## src/shared/bsc_pkg.sv

```systemverilog
// constants for the bit-skip and call decode block
package bsc_pkg;
    // instruction word and program counter widths
    localparam int IW = 12;
    localparam int PW = 11;
    // opcode field and the two patterns this block acts on
    localparam int          OP_HI      = 11;
    localparam int          OP_LO      = 8;
    localparam logic [3:0]  OP_SKIPSET = 4'h7;
    localparam logic [3:0]  OP_CALL    = 4'h9;
    // operand field positions
    localparam int BIT_HI  = 7;
    localparam int BIT_LO  = 5;
    localparam int REG_HI  = 4;
    localparam int REG_LO  = 0;
    localparam int LIT_HI  = 7;
    localparam int LIT_LO  = 0;
    // status bits that select the program memory page
    localparam int PAGE_HI = 6;
    localparam int PAGE_LO = 5;
    // word executed in place of a flushed prefetch
    localparam logic [IW-1:0] NOP_WORD = 12'h000;
    // reset values
    localparam logic [IW-1:0] RST_WORD = 12'h000;
    localparam logic [PW-1:0] RST_PC   = 11'h000;
    localparam logic [4:0]    RST_REG  = 5'h00;
    // execution states
    typedef enum logic [0:0] {ST_RUN, ST_FLUSH} bsc_state_e;
endpackage

```

## src/shared/bsc_dec_if.sv

```systemverilog
// decoded fields passed from the decoder to the executing logic
`timescale 1ns/10ps
`default_nettype none
interface bsc_dec_if;
    logic [11:0] instr;
    logic        is_skip_set;
    logic        is_call;
    logic [2:0]  bit_idx;
    logic [4:0]  reg_addr;
    logic [7:0]  literal;
    modport dec (input instr, output is_skip_set, is_call, bit_idx,
                 reg_addr, literal);
    modport use_side (output instr, input is_skip_set, is_call, bit_idx,
                      reg_addr, literal);
endinterface
`default_nettype wire

```

## src/logic/bsc_decode.sv

```systemverilog
// field decoder for the bit-skip and call instructions
`timescale 1ns/10ps
`default_nettype none
module bsc_decode (
    bsc_dec_if.dec d
);
    import bsc_pkg::*;

    // opcode match used for both patterns
    function automatic logic op_is(input logic [IW-1:0] w,
                                   input logic [3:0] op);
        op_is = (w[OP_HI:OP_LO] == op);
    endfunction

    // pattern match and operand extraction
    assign d.is_skip_set = op_is(d.instr, OP_SKIPSET);
    assign d.is_call     = op_is(d.instr, OP_CALL);
    assign d.bit_idx     = d.instr[BIT_HI:BIT_LO];
    assign d.reg_addr    = d.instr[REG_HI:REG_LO];
    assign d.literal     = d.instr[LIT_HI:LIT_LO];
endmodule
`default_nettype wire

```

## src/logic/bsc_core.sv

```systemverilog
// execute logic for bit-test-skip-if-set and subroutine call
//
// How it works
// - bit-test pattern decodes bit index and register; skip when bit is one
// - taken skip replaces the prefetched word by a no-op: two cycles
// - call pushes its own address plus one onto the return stack
// - call loads the eight-bit literal into program counter bits 7:0
// - call copies status bits 6:5 into program counter bits 10:9
// - call clears program counter bit 8
// - call takes two cycles, flushing the prefetched sequential word
`timescale 1ns/10ps
`default_nettype none
module bsc_core (
    input  wire logic                   REF_CLK,
    input  wire logic                   RESET,
    input  wire logic                   CYCLE_EN,
    input  wire logic [bsc_pkg::IW-1:0] INSTR_WORD,
    input  wire logic [bsc_pkg::PW-1:0] INSTR_PC,
    input  wire logic [7:0]             STATUS_IN,
    input  wire logic [7:0]             RF_DATA,
    output logic      [4:0]             RF_ADDR,
    output logic      [bsc_pkg::IW-1:0] EXEC_WORD,
    output logic                        SKIP_TAKEN,
    output logic                        PUSH_STB,
    output logic      [bsc_pkg::PW-1:0] RETURN_STACK_TOP,
    output logic                        PC_LOAD_STB,
    output logic      [bsc_pkg::PW-1:0] PC_LOAD_VALUE,
    output logic                        STATUS_WE
);
    import bsc_pkg::*;

    // execution state, executing word and its operand address
    bsc_state_e      state_q;
    bsc_state_e      state_d;
    logic [IW-1:0]   ir_q;
    logic [IW-1:0]   ir_d;
    logic [PW-1:0]   pc_q;
    logic [4:0]      rf_addr_q;
    logic [4:0]      rf_addr_d;
    // strobes and the values they qualify
    logic            skip_q;
    logic            skip_d;
    logic            push_q;
    logic            push_d;
    logic            load_q;
    logic            load_d;
    logic [PW-1:0]   tos_q;
    logic [PW-1:0]   tos_d;
    logic [PW-1:0]   load_val_q;
    logic [PW-1:0]   load_val_d;
    logic            status_we_q;

    // address of the following word, wrapping within the pc width
    function automatic logic [PW-1:0] next_addr(input logic [PW-1:0] pc);
        next_addr = PW'(pc + 11'h001);
    endfunction

    // call destination: page from status, bit 8 clear, literal below
    function automatic logic [PW-1:0] call_target(input logic [7:0] status,
                                                  input logic [7:0] lit);
        call_target = {status[PAGE_HI:PAGE_LO],
                       1'b0,
                       lit};
    endfunction

    // decoded fields of the executing word
    bsc_dec_if dif ();

    // decoder looks at the word now executing
    assign dif.instr = ir_q;

    // field decoder
    bsc_decode bsc_decode_i (
        .d (dif)
    );

    // outcome of the executing word; a flush cycle holds a no-op
    wire          in_run    = (state_q == ST_RUN);
    wire          bit_set   = RF_DATA[dif.bit_idx];
    wire          skip_now  = in_run && dif.is_skip_set && bit_set;
    wire          call_now  = in_run && dif.is_call;
    wire          flush_now = skip_now || call_now;
    wire          skip_fire = CYCLE_EN && skip_now;
    wire          call_fire = CYCLE_EN && call_now;
    wire [PW-1:0] ret_addr  = next_addr(pc_q);
    wire [PW-1:0] call_tgt  = call_target(STATUS_IN, dif.literal);

    // state: one flush cycle follows a taken skip or a call
    always_comb begin
        state_d = state_q;
        case (state_q)
            ST_RUN: begin
                if (flush_now) begin
                    state_d = ST_FLUSH;
                end
            end
            ST_FLUSH: begin
                state_d = ST_RUN;
            end
            default: begin
                state_d = ST_RUN;
            end
        endcase
    end

    // next values: prefetch or a no-op, strobes, held call values
    assign ir_d       = flush_now ? NOP_WORD : INSTR_WORD;
    assign rf_addr_d  = ir_d[REG_HI:REG_LO];
    assign skip_d     = skip_fire;
    assign push_d     = call_fire;
    assign load_d     = call_fire;
    assign tos_d      = call_fire ? ret_addr : tos_q;
    assign load_val_d = call_fire ? call_tgt : load_val_q;

    // execution state, advanced once per instruction cycle
    always_ff @(posedge REF_CLK or posedge RESET) begin
        if (RESET) begin
            state_q <= ST_RUN;
        end else if (CYCLE_EN) begin
            state_q <= state_d;
        end
    end

    // executing word
    always_ff @(posedge REF_CLK or posedge RESET) begin
        if (RESET) begin
            ir_q <= RST_WORD;
        end else if (CYCLE_EN) begin
            ir_q <= ir_d;
        end
    end

    // address of the executing word
    always_ff @(posedge REF_CLK or posedge RESET) begin
        if (RESET) begin
            pc_q <= RST_PC;
        end else if (CYCLE_EN) begin
            pc_q <= INSTR_PC;
        end
    end

    // register file address of the executing word
    always_ff @(posedge REF_CLK or posedge RESET) begin
        if (RESET) begin
            rf_addr_q <= RST_REG;
        end else if (CYCLE_EN) begin
            rf_addr_q <= rf_addr_d;
        end
    end

    // skip strobe, one clock wide, starting at the resolving cycle end
    always_ff @(posedge REF_CLK or posedge RESET) begin
        if (RESET) begin
            skip_q <= 1'b0;
        end else begin
            skip_q <= skip_d;
        end
    end

    // push strobe for the return stack
    always_ff @(posedge REF_CLK or posedge RESET) begin
        if (RESET) begin
            push_q <= 1'b0;
        end else begin
            push_q <= push_d;
        end
    end

    // program counter load strobe
    always_ff @(posedge REF_CLK or posedge RESET) begin
        if (RESET) begin
            load_q <= 1'b0;
        end else begin
            load_q <= load_d;
        end
    end

    // return address, held until the next call
    always_ff @(posedge REF_CLK or posedge RESET) begin
        if (RESET) begin
            tos_q <= RST_PC;
        end else begin
            tos_q <= tos_d;
        end
    end

    // call target, held until the next call
    always_ff @(posedge REF_CLK or posedge RESET) begin
        if (RESET) begin
            load_val_q <= RST_PC;
        end else begin
            load_val_q <= load_val_d;
        end
    end

    // status is never written by these instructions
    always_ff @(posedge REF_CLK or posedge RESET) begin
        if (RESET) begin
            status_we_q <= 1'b0;
        end else begin
            status_we_q <= 1'b0;
        end
    end

    // outputs straight from their flip-flops
    assign RF_ADDR          = rf_addr_q;
    assign EXEC_WORD        = ir_q;
    assign SKIP_TAKEN       = skip_q;
    assign PUSH_STB         = push_q;
    assign RETURN_STACK_TOP = tos_q;
    assign PC_LOAD_STB      = load_q;
    assign PC_LOAD_VALUE    = load_val_q;
    assign STATUS_WE        = status_we_q;
endmodule
`default_nettype wire

```

## config.mk

```make
export PLATFORM = sky130hd
export DESIGN_NAME = bsc_core
export DESIGN_NICKNAME = d
export VERILOG_FILES = /design/src/shared/bsc_pkg.sv /design/src/shared/bsc_dec_if.sv /design/src/logic/bsc_decode.sv /design/src/logic/bsc_core.sv
export SDC_FILE = /design/constraint.sdc
export NUM_CORES = 1
export LEC_CHECK = 0
export BUFFER_PORTS_ARGS = -buffer_cell sky130_fd_sc_hd__buf_2
export CAP_MARGIN = 10
export CORE_MARGIN = 3
export CORE_UTILIZATION = 43
export DETAILED_ROUTE_END_ITERATION = 8
export GPL_ROUTABILITY_DRIVEN = 0
export PLACE_DENSITY = 0.72
export SYNTH_ARGS = -nofsm -noshare
export SYNTH_HDL_FRONTEND = slang
export SYNTH_HIERARCHICAL = 1
export SYNTH_SLANG_ARGS = --single-unit
export TNS_END_PERCENT = 10
```

## constraint.sdc

```tcl
create_clock -name REF_CLK -period 1.8 [get_ports REF_CLK]
set_clock_uncertainty 0.15 [all_clocks]
set_input_delay 0.09 -clock REF_CLK [delete_from_list [all_inputs] [get_ports REF_CLK]]
set_output_delay 0.09 -clock REF_CLK [all_outputs]
set_load 0.01 [all_outputs]
```

# ---- Yosys cells after proc, flatten, opt, wreduce, memory -nomap -nowiden
# Index checks and enable logic that the tools add are counted.
dict set report totals {
  latch_bits 0
  mem_bits_rw 0
  input_bits 42
  mem_count 0
  out_inout_bits 43
  ff_bits 52
  rom_bits 0
}
dict set report classes {
  shifts 0
  div 0
  addsub 1
  n_reduce_logical 6
  mul 0
  n_eq_ne 2
  order_cmp 1
  bitwise_logic 1
  n_mux 5
}
# cell count
set ops {}
lappend ops {{$mux 12} 1}
lappend ops {{$add 11x1->11 const B} 1}
lappend ops {{$logic_and 1x1->1} 5}
lappend ops {{$eq 4x3->1 const B} 1}
lappend ops {{$eq 4x4->1 const B} 1}
lappend ops {{$lt 3x4->1 const B} 1}
lappend ops {{$bmux 1 s3} 1}
lappend ops {{$mux 1} 2}
lappend ops {{$pmux 1 s2} 1}
lappend ops {{$logic_or 1x1->1} 1}
lappend ops {{$not 1->1} 1}

# ---- Longest topological paths before layout
# Gate-level depths: netlist of run 1.
dict set report depth {
  word_depth 6
  mapped_depth 7
  ltp_nobuf 5
}

# ---- By module
# Netlist of run 1, hierarchy kept.
# mod area_each_um2 cells_each seq_area_each_um2 instances
set by_module_without_submodules {}
lappend by_module_without_submodules {bsc_core 2021.9 163 1176.1 1}
lappend by_module_without_submodules {bsc_decode 143.9 18 0.0 1}

# ---- Least setup slack after synthesis of run 1
# OpenSTA, ideal clock, no wires.
dict set report synth_timing {
  kind {register to register}
  start {reg ir_q[10], in the netlist EXEC_WORD[10]}
  end {reg load_val_q[0], in the netlist PC_LOAD_VALUE[0]}
  n_path_buf 2
  synth_period_minus_slack_ns 1.870
  required_ns 1.523
  arrival_ns 1.593
  setup_slack_ns -0.070
  path_stages_with_launch 7
  path_cell_list {dfrtp_1 > and4bb_2 > inv_1 > or3_1 > buf_2 > buf_6 > mux2_1}
}
dict set report synth_via {
  elab_chain_cells 3
}
# element line_no
set synth_lines {}
lappend synth_lines {{start: declaration} bsc_core.sv:35} ;# logic [IW-1:0] ir_q;
lappend synth_lines {{start signal: assignment} bsc_core.sv:129} ;# ir_q <= ir_d;
lappend synth_lines {{$eq 4x4->1} bsc_decode.sv:12} ;# op_is = (w[OP_HI:OP_LO] == op);
lappend synth_lines {{via dif.is_call} bsc_dec_if.sv:7} ;# logic is_call;
lappend synth_lines {{$logic_and 1x1->1} bsc_core.sv:81} ;# wire call_now = in_run && dif.is_call;
lappend synth_lines {{$logic_and 1x1->1} bsc_core.sv:84} ;# wire call_fire = CYCLE_EN && call_now;
lappend synth_lines {{end signal: assignment} bsc_core.sv:192} ;# load_val_q <= load_val_d;
lappend synth_lines {{end: declaration} bsc_core.sv:49} ;# logic [PW-1:0] load_val_q;
# The timed path passes the listed nets, and every way through them passes these cells.
# A chain may end at the register's enable or synchronous reset.

# ---- Final worst setup path of run 1
dict set report layout_timing {
  start {reg ir_q[10], in the netlist EXEC_WORD[10]}
  end {reg load_val_q[1], in the netlist PC_LOAD_VALUE[1]}
}
# Same word-level chain as after synthesis.

==> flow_summary_export.csv, run 1 <==
group,metric,value,unit
timing,period_share,99.4,%
drt,vias,1566,
critical_path,critPathKind,"reg2reg",
drt,final_antenna_net_count,0,
timing,grt_setup_unrepaired,"yes",
global_routing,grt_pass1_wl,7.51,mm
critical_path,startpoint_type,"flip-flop",
global_routing,grt_use_total,16.0,%
critical_path,critical-path-slowest-cell,"dfrtp_1",
final_layout,nFillCells,389,
final_layout,nets,315,
floorplan,num_rows,24,
clock_network,cts.sinks,47,
timing,finalCriticalPeriod,1.79,ns
critical_path,path_delay_family,"simple AND/OR/NAND/NOR gates",
timing,setup_viol,0,
logic_synthesis,netlist_area,2130,sq um
clock_network,clk_latency,0.29,ns
final_layout,drive_gt1_share,48.7,%
final_layout,layout_commonest_cell,"buf_2",
drt,drcViolationCount,0,
power_and_ir_drop,totalPowerFinal,2.89,mW
drt,wl,4.42,mm
critical_path,crit_arrival,1.81,ns
power_and_ir_drop,p_leak,1.46,nW
final_layout,area_growth,36.3,%
floorplan,initial_core_util,46.6,%
critical_path,reg2reg_from,"EXEC_WORD[10]",
timing,drv_slew,0,
clock_network,cts_max_path_buffers,2,
drt,via_per_inst,4.63,
floorplan,ioPinCount,85,
placement,port_buffers,76,
critical_path,required,1.82,ns
clock_network,cts_tree,"built",
hold_path,hold_class,"in2reg",
drt,drt-pass1-iter-count,4,
timing,fin_ws,0.0113,ns
run,cap_viol_max_count,0,
power_and_ir_drop,ir_worst_vdd,479,uV
drt,wl_per_cell,13.1,microns
timing,max_freq,0.559,GHz
timing,hold_viol,0,
global_routing,overflow,0,
placement,place_hpwl,3.19,mm
floorplan,dieArea,5830,sq um
drt,drtIter0Drc,65,
floorplan,die_width,76.4,microns
timing,worst_hold_slack,0.102,ns
clock_network,htree_levels,2,
clock_network,path_clk_slew,0.08,ns
final_layout,antenna_cells,0,
placement,place_ws,-0.0523,ns
floorplan,die_h,76.4,microns
critical_path,crit_buf_inv,2,
logic_synthesis,synth.avg_cell_area,12.1,sq um
clock_network,cts_root_buf,"clkbuf_8",
critical_path,crit_path_end_kind,"flip-flop",
power_and_ir_drop,p_per_area,995,nW/um^2
floorplan,core_area,4560,sq um
hold_path,min_from,"CYCLE_EN",
outcome,status,"finished, final reports clean",
critical_path,path_cells,"and4bb_2 > inv_1 > or3_4 > buf_6 > mux2_1",
clock_network,cts_buffers,5,
final_layout,seq_area,1180,sq um
final_layout,layout_common_cells,"77 x buf_2, 46 x dfrtp_1, 26 x dlygate4sd3_1, 17 x mux2_2, 15 x nand2_1",
global_routing,antenna_found_initial,0,
logic_synthesis,syn_inst,176,
global_routing,grt_max_degree,29,
critical_path,max_stage_delay,0.38,ns
logic_synthesis,yosysWarnings,6,
critical_path,critPathLaunch,"EXEC_WORD[10]",
final_layout,multi_input_area,744,sq um
critical_path,critPathMaxFanout,6,
global_routing,first_global_vias,1627,
==> final cells by class <==
| class | instances | area share [%] |
|---|---|---|
| Inverter | 8 | 1.03 |
| Multi-Input combinational cell | 95 | 25.7 |
| Timing Repair Buffer | 115 | 26.3 |
| Clock buffer | 7 | 3.32 |
| Tap cell | 65 | 2.80 |
| Sequential cell | 47 | 40.6 |
| Clock inverter | 1 | 0.259 |
==> power breakdown <==
group	internal (mW)	switching [mW]	total (mW)	leakage [nW]
sequential	1.29	0.142	1.43	0.580
clock	0.349	0.324	0.673	0.0505
combinational	0.414	0.369	0.783	0.827
total	2.05	0.836	2.89	1.46
==> through the flow <==
stage / util, % / setup TNS, ns / std cells / cell area, sq um
2_1_floorplan: - / -1.01 / 177 / 2130
3_3_place_gp: 54.6 / -0.109 / 300 / 2490
3_5_place_dp: 54.6 / -0.554 / 300 / 2490
4_1_cts: 63.6 / 0 / 338 / 2900
5_1_grt: 63.6 / -0.674 / 338 / 2900
6_report: 63.6 / 0 / 338 / 2900
==> path summary, 6_finish.rpt <==
kind,to,slack [ns],cells after the start
hold reg to reg,RETURN_STACK_TOP[6],0.33,2
setup / recovery,PC_LOAD_VALUE[1],0.01,5
hold / removal,pc_q[6],0.10,3
min in group asynchronous,pc_q[9],0.19,3
max in group asynchronous,EXEC_WORD[6],0.82,4
setup reg to reg,PC_LOAD_VALUE[1],0.01,5
==> routing by layer <==
metal  share of wire (%)  up-vias  global-route usage (%)
met5                   0        -                       0
met3                 4.2        4                    4.37
met1                  44      740                    19.5
li1                    -      774                       -
met4                0.63        0                    4.89
met2                  52       48                    27.5
==> worst reg2reg max path, stage by stage (launching register included) <==
cell,delay (ns)
dfrtp_1,0.38
and4bb_2,0.28
inv_1,0.05
or3_4,0.34
buf_6,0.15
mux2_1,0.31
==> registers in the layout, indices dropped and copies added, names as in the netlist <==
signal	cells
EXEC_WORD	12
state_q	1
SKIP_TAKEN	1
PC_LOAD_VALUE	10
RETURN_STACK_TOP	11
PC_LOAD_STB	1
pc_q	11
==> repair_timing <==
action | in CTS | in global routing
resized for setup | 4 | 0
buffers inserted | 3 | 0
endpoints found under the setup margin | 20 | 27
cloned | 1 | 0
endpoints found under the hold margin | 44 | 0
hold buffers | 26 | 0
Note: power is estimated with default switching activity, not from simulation.
==> run 2, diff against run 1 <==
- ABC_AREA: unset -> 1
- CORE_UTILIZATION: 43 -> 40
- PLACE_DENSITY: 0.72 -> 0.66
==> flow_summary_export.csv, run 2 <==
group,metric,value,unit
global_routing,grt_use_total,15.6,%
clock_network,cts.sinks,47,
critical_path,critPathKind,"reg2reg",
drt,vias,2027,
drt,drtIter0Drc,81,
drt,wl_per_cell,11.5,microns
drt,drcViolationCount,0,
timing,drv_slew,0,
placement,port_buffers,76,
timing,setup_viol,0,
timing,grt_setup_unrepaired,"no",
clock_network,clk_latency,0.29,ns
clock_network,cts_max_path_buffers,2,
clock_network,cts_tree,"built",
power_and_ir_drop,p_per_area,1010,nW/um^2
critical_path,critical-path-slowest-cell,"dfrtp_1",
outcome,status,"finished, final reports clean",
clock_network,cts_resized,0,
drt,drt-pass1-iter-count,4,
global_routing,antenna_found_initial,0,
logic_synthesis,netlist_area,2420,sq um
critical_path,cp_common_cell,"nand2_1",
timing,max_freq,0.632,GHz
drt,final_antenna_net_count,0,
timing,period_share,87.9,%
timing,tns,0,ns
final_layout,nets,426,
logic_synthesis,synth.avg_cell_area,8.16,sq um
floorplan,die_h,83.7,microns
critical_path,crit_buf_inv,2,
floorplan,ioPinCount,85,
global_routing,first_global_vias,1920,
critical_path,path_delay_family,"simple AND/OR/NAND/NOR gates",
final_layout,largest_reg_flops,12,
floorplan,dieArea,7010,sq um
critical_path,required,1.89,ns
power_and_ir_drop,ir_worst_vdd,416,uV
floorplan,die_width,83.7,microns
timing,worstMarginPinSlew,0.501,ns
power_and_ir_drop,totalPowerFinal,3.15,mW
critical_path,crit_arrival,1.67,ns
critical_path,critPathMaxFanout,18,
global_routing,grt_max_degree,32,
placement,place_hpwl,3.74,mm
hold_path,hold_class,"in2reg",
global_routing,grt_pass1_wl,8.91,mm
clock_network,cts_buffers,5,
clock_network,path_clk_slew,0.09,ns
timing,finalCriticalPeriod,1.58,ns
critical_path,crit_path_end_kind,"flip-flop",
final_layout,drive_gt1_share,28.6,%
logic_synthesis,syn_inst,296,
drt,wl,5.26,mm
critical_path,path_cells,"inv_1 > nand2_1 > nor2_1 > nand3_4 > inv_2 > nand3_1 > nand2_1",
final_layout,antenna_cells,0,
final_layout,layout_commonest_cell,"nand2_1",
final_layout,layout_common_cells,"120 x nand2_1, 76 x buf_2, 47 x dfrtp_1, 31 x inv_1, 26 x dlygate4sd3_1",
global_routing,overflow,0,
critical_path,max_stage_delay,0.41,ns
critical_path,startpoint_type,"flip-flop",
run,cap_viol_max_count,0,
floorplan,initial_core_util,42.6,%
clock_network,cts_root_buf,"clkbuf_8",
clock_network,htree_levels,2,
power_and_ir_drop,p_leak,1.80,nW
floorplan,core_area,5680,sq um
floorplan,num_rows,27,
drt,via_per_inst,4.45,
timing,hold_viol,0,
final_layout,area_growth,29.4,%
timing,timing.slew.headroom,66.6,%
logic_synthesis,yosysWarnings,6,
[run 2: final timing paths]
check	start	endpoint	slack, ns	cells after the start
worst min-delay path	CYCLE_EN	EXEC_WORD[1]	0.06	5
worst min register to register	PC_LOAD_VALUE[3]	PC_LOAD_VALUE[3]	0.33	2
worst max register to register	EXEC_WORD[10]	RETURN_STACK_TOP[5]	0.22	7
min in group asynchronous	RESET	PC_LOAD_STB	0.17	3
max in group asynchronous	RESET	pc_q[2]	0.84	4
worst max-delay path	EXEC_WORD[10]	RETURN_STACK_TOP[5]	0.22	7
[run 2: per-stage QoR]
step | hold WS [ns] | setup slack (ns) | cell area [sq um] | std cells | util (%)
final | 0.0643 | 0.217 | 3130 | 456 | 55.1
after detailed placement | -0.0601 | 0.239 | 2730 | 422 | 48.2
after CTS | 0.0624 | 0.228 | 3130 | 456 | 55.1
after global placement | -0.0623 | 0.299 | 2730 | 422 | 48.2
after floorplan | 0.0496 | 0.344 | 2420 | 297 | -
after global routing | 0.113 | 0.0581 | 3130 | 456 | 55.1
[run 2: worst register-to-register path, delay by kind of cell, from the launching register on]
kind | cells | cell delay [ns]
AND/OR/NAND/NOR | 5 | 0.61
flip-flops | 1 | 0.41
buffers and inverters | 2 | 0.34
[run 2: power breakdown]
part / total (mW) / internal, mW / switching [mW]
combinational: 0.811 / 0.370 / 0.441
sequential: 1.45 / 1.29 / 0.153
clock: 0.897 / 0.555 / 0.342
total: 3.15 / 2.22 / 0.937
[run 2: cell type report]
cell class,count,area (sq um)
fill,533,2550
sequential,47,1180
multi-input combinational,187,902
timing repair buffer,108,698
inverter,34,128
tap,72,90.1
clock buffer,6,72.6
clock inverter,2,60.1
[run 2: what timing repair did]
| action | CTS | global route |
|---|---|---|
| setup buffers | 0 | 0 |
| hold buffers | 26 | 0 |
| endpoints found under the hold margin | 72 | 0 |
[run 2: routing by layer]
metal	GRT usage [%]	vias to the layer above	part of all wire, %	wire (microns)
met2	24.8	60	46	2420
li1	-	1064	-	-
met4	6.43	0	2.0	103
met3	2.67	9	5.3	278
met5	0	-	0	0
met1	21.0	894	47	2460
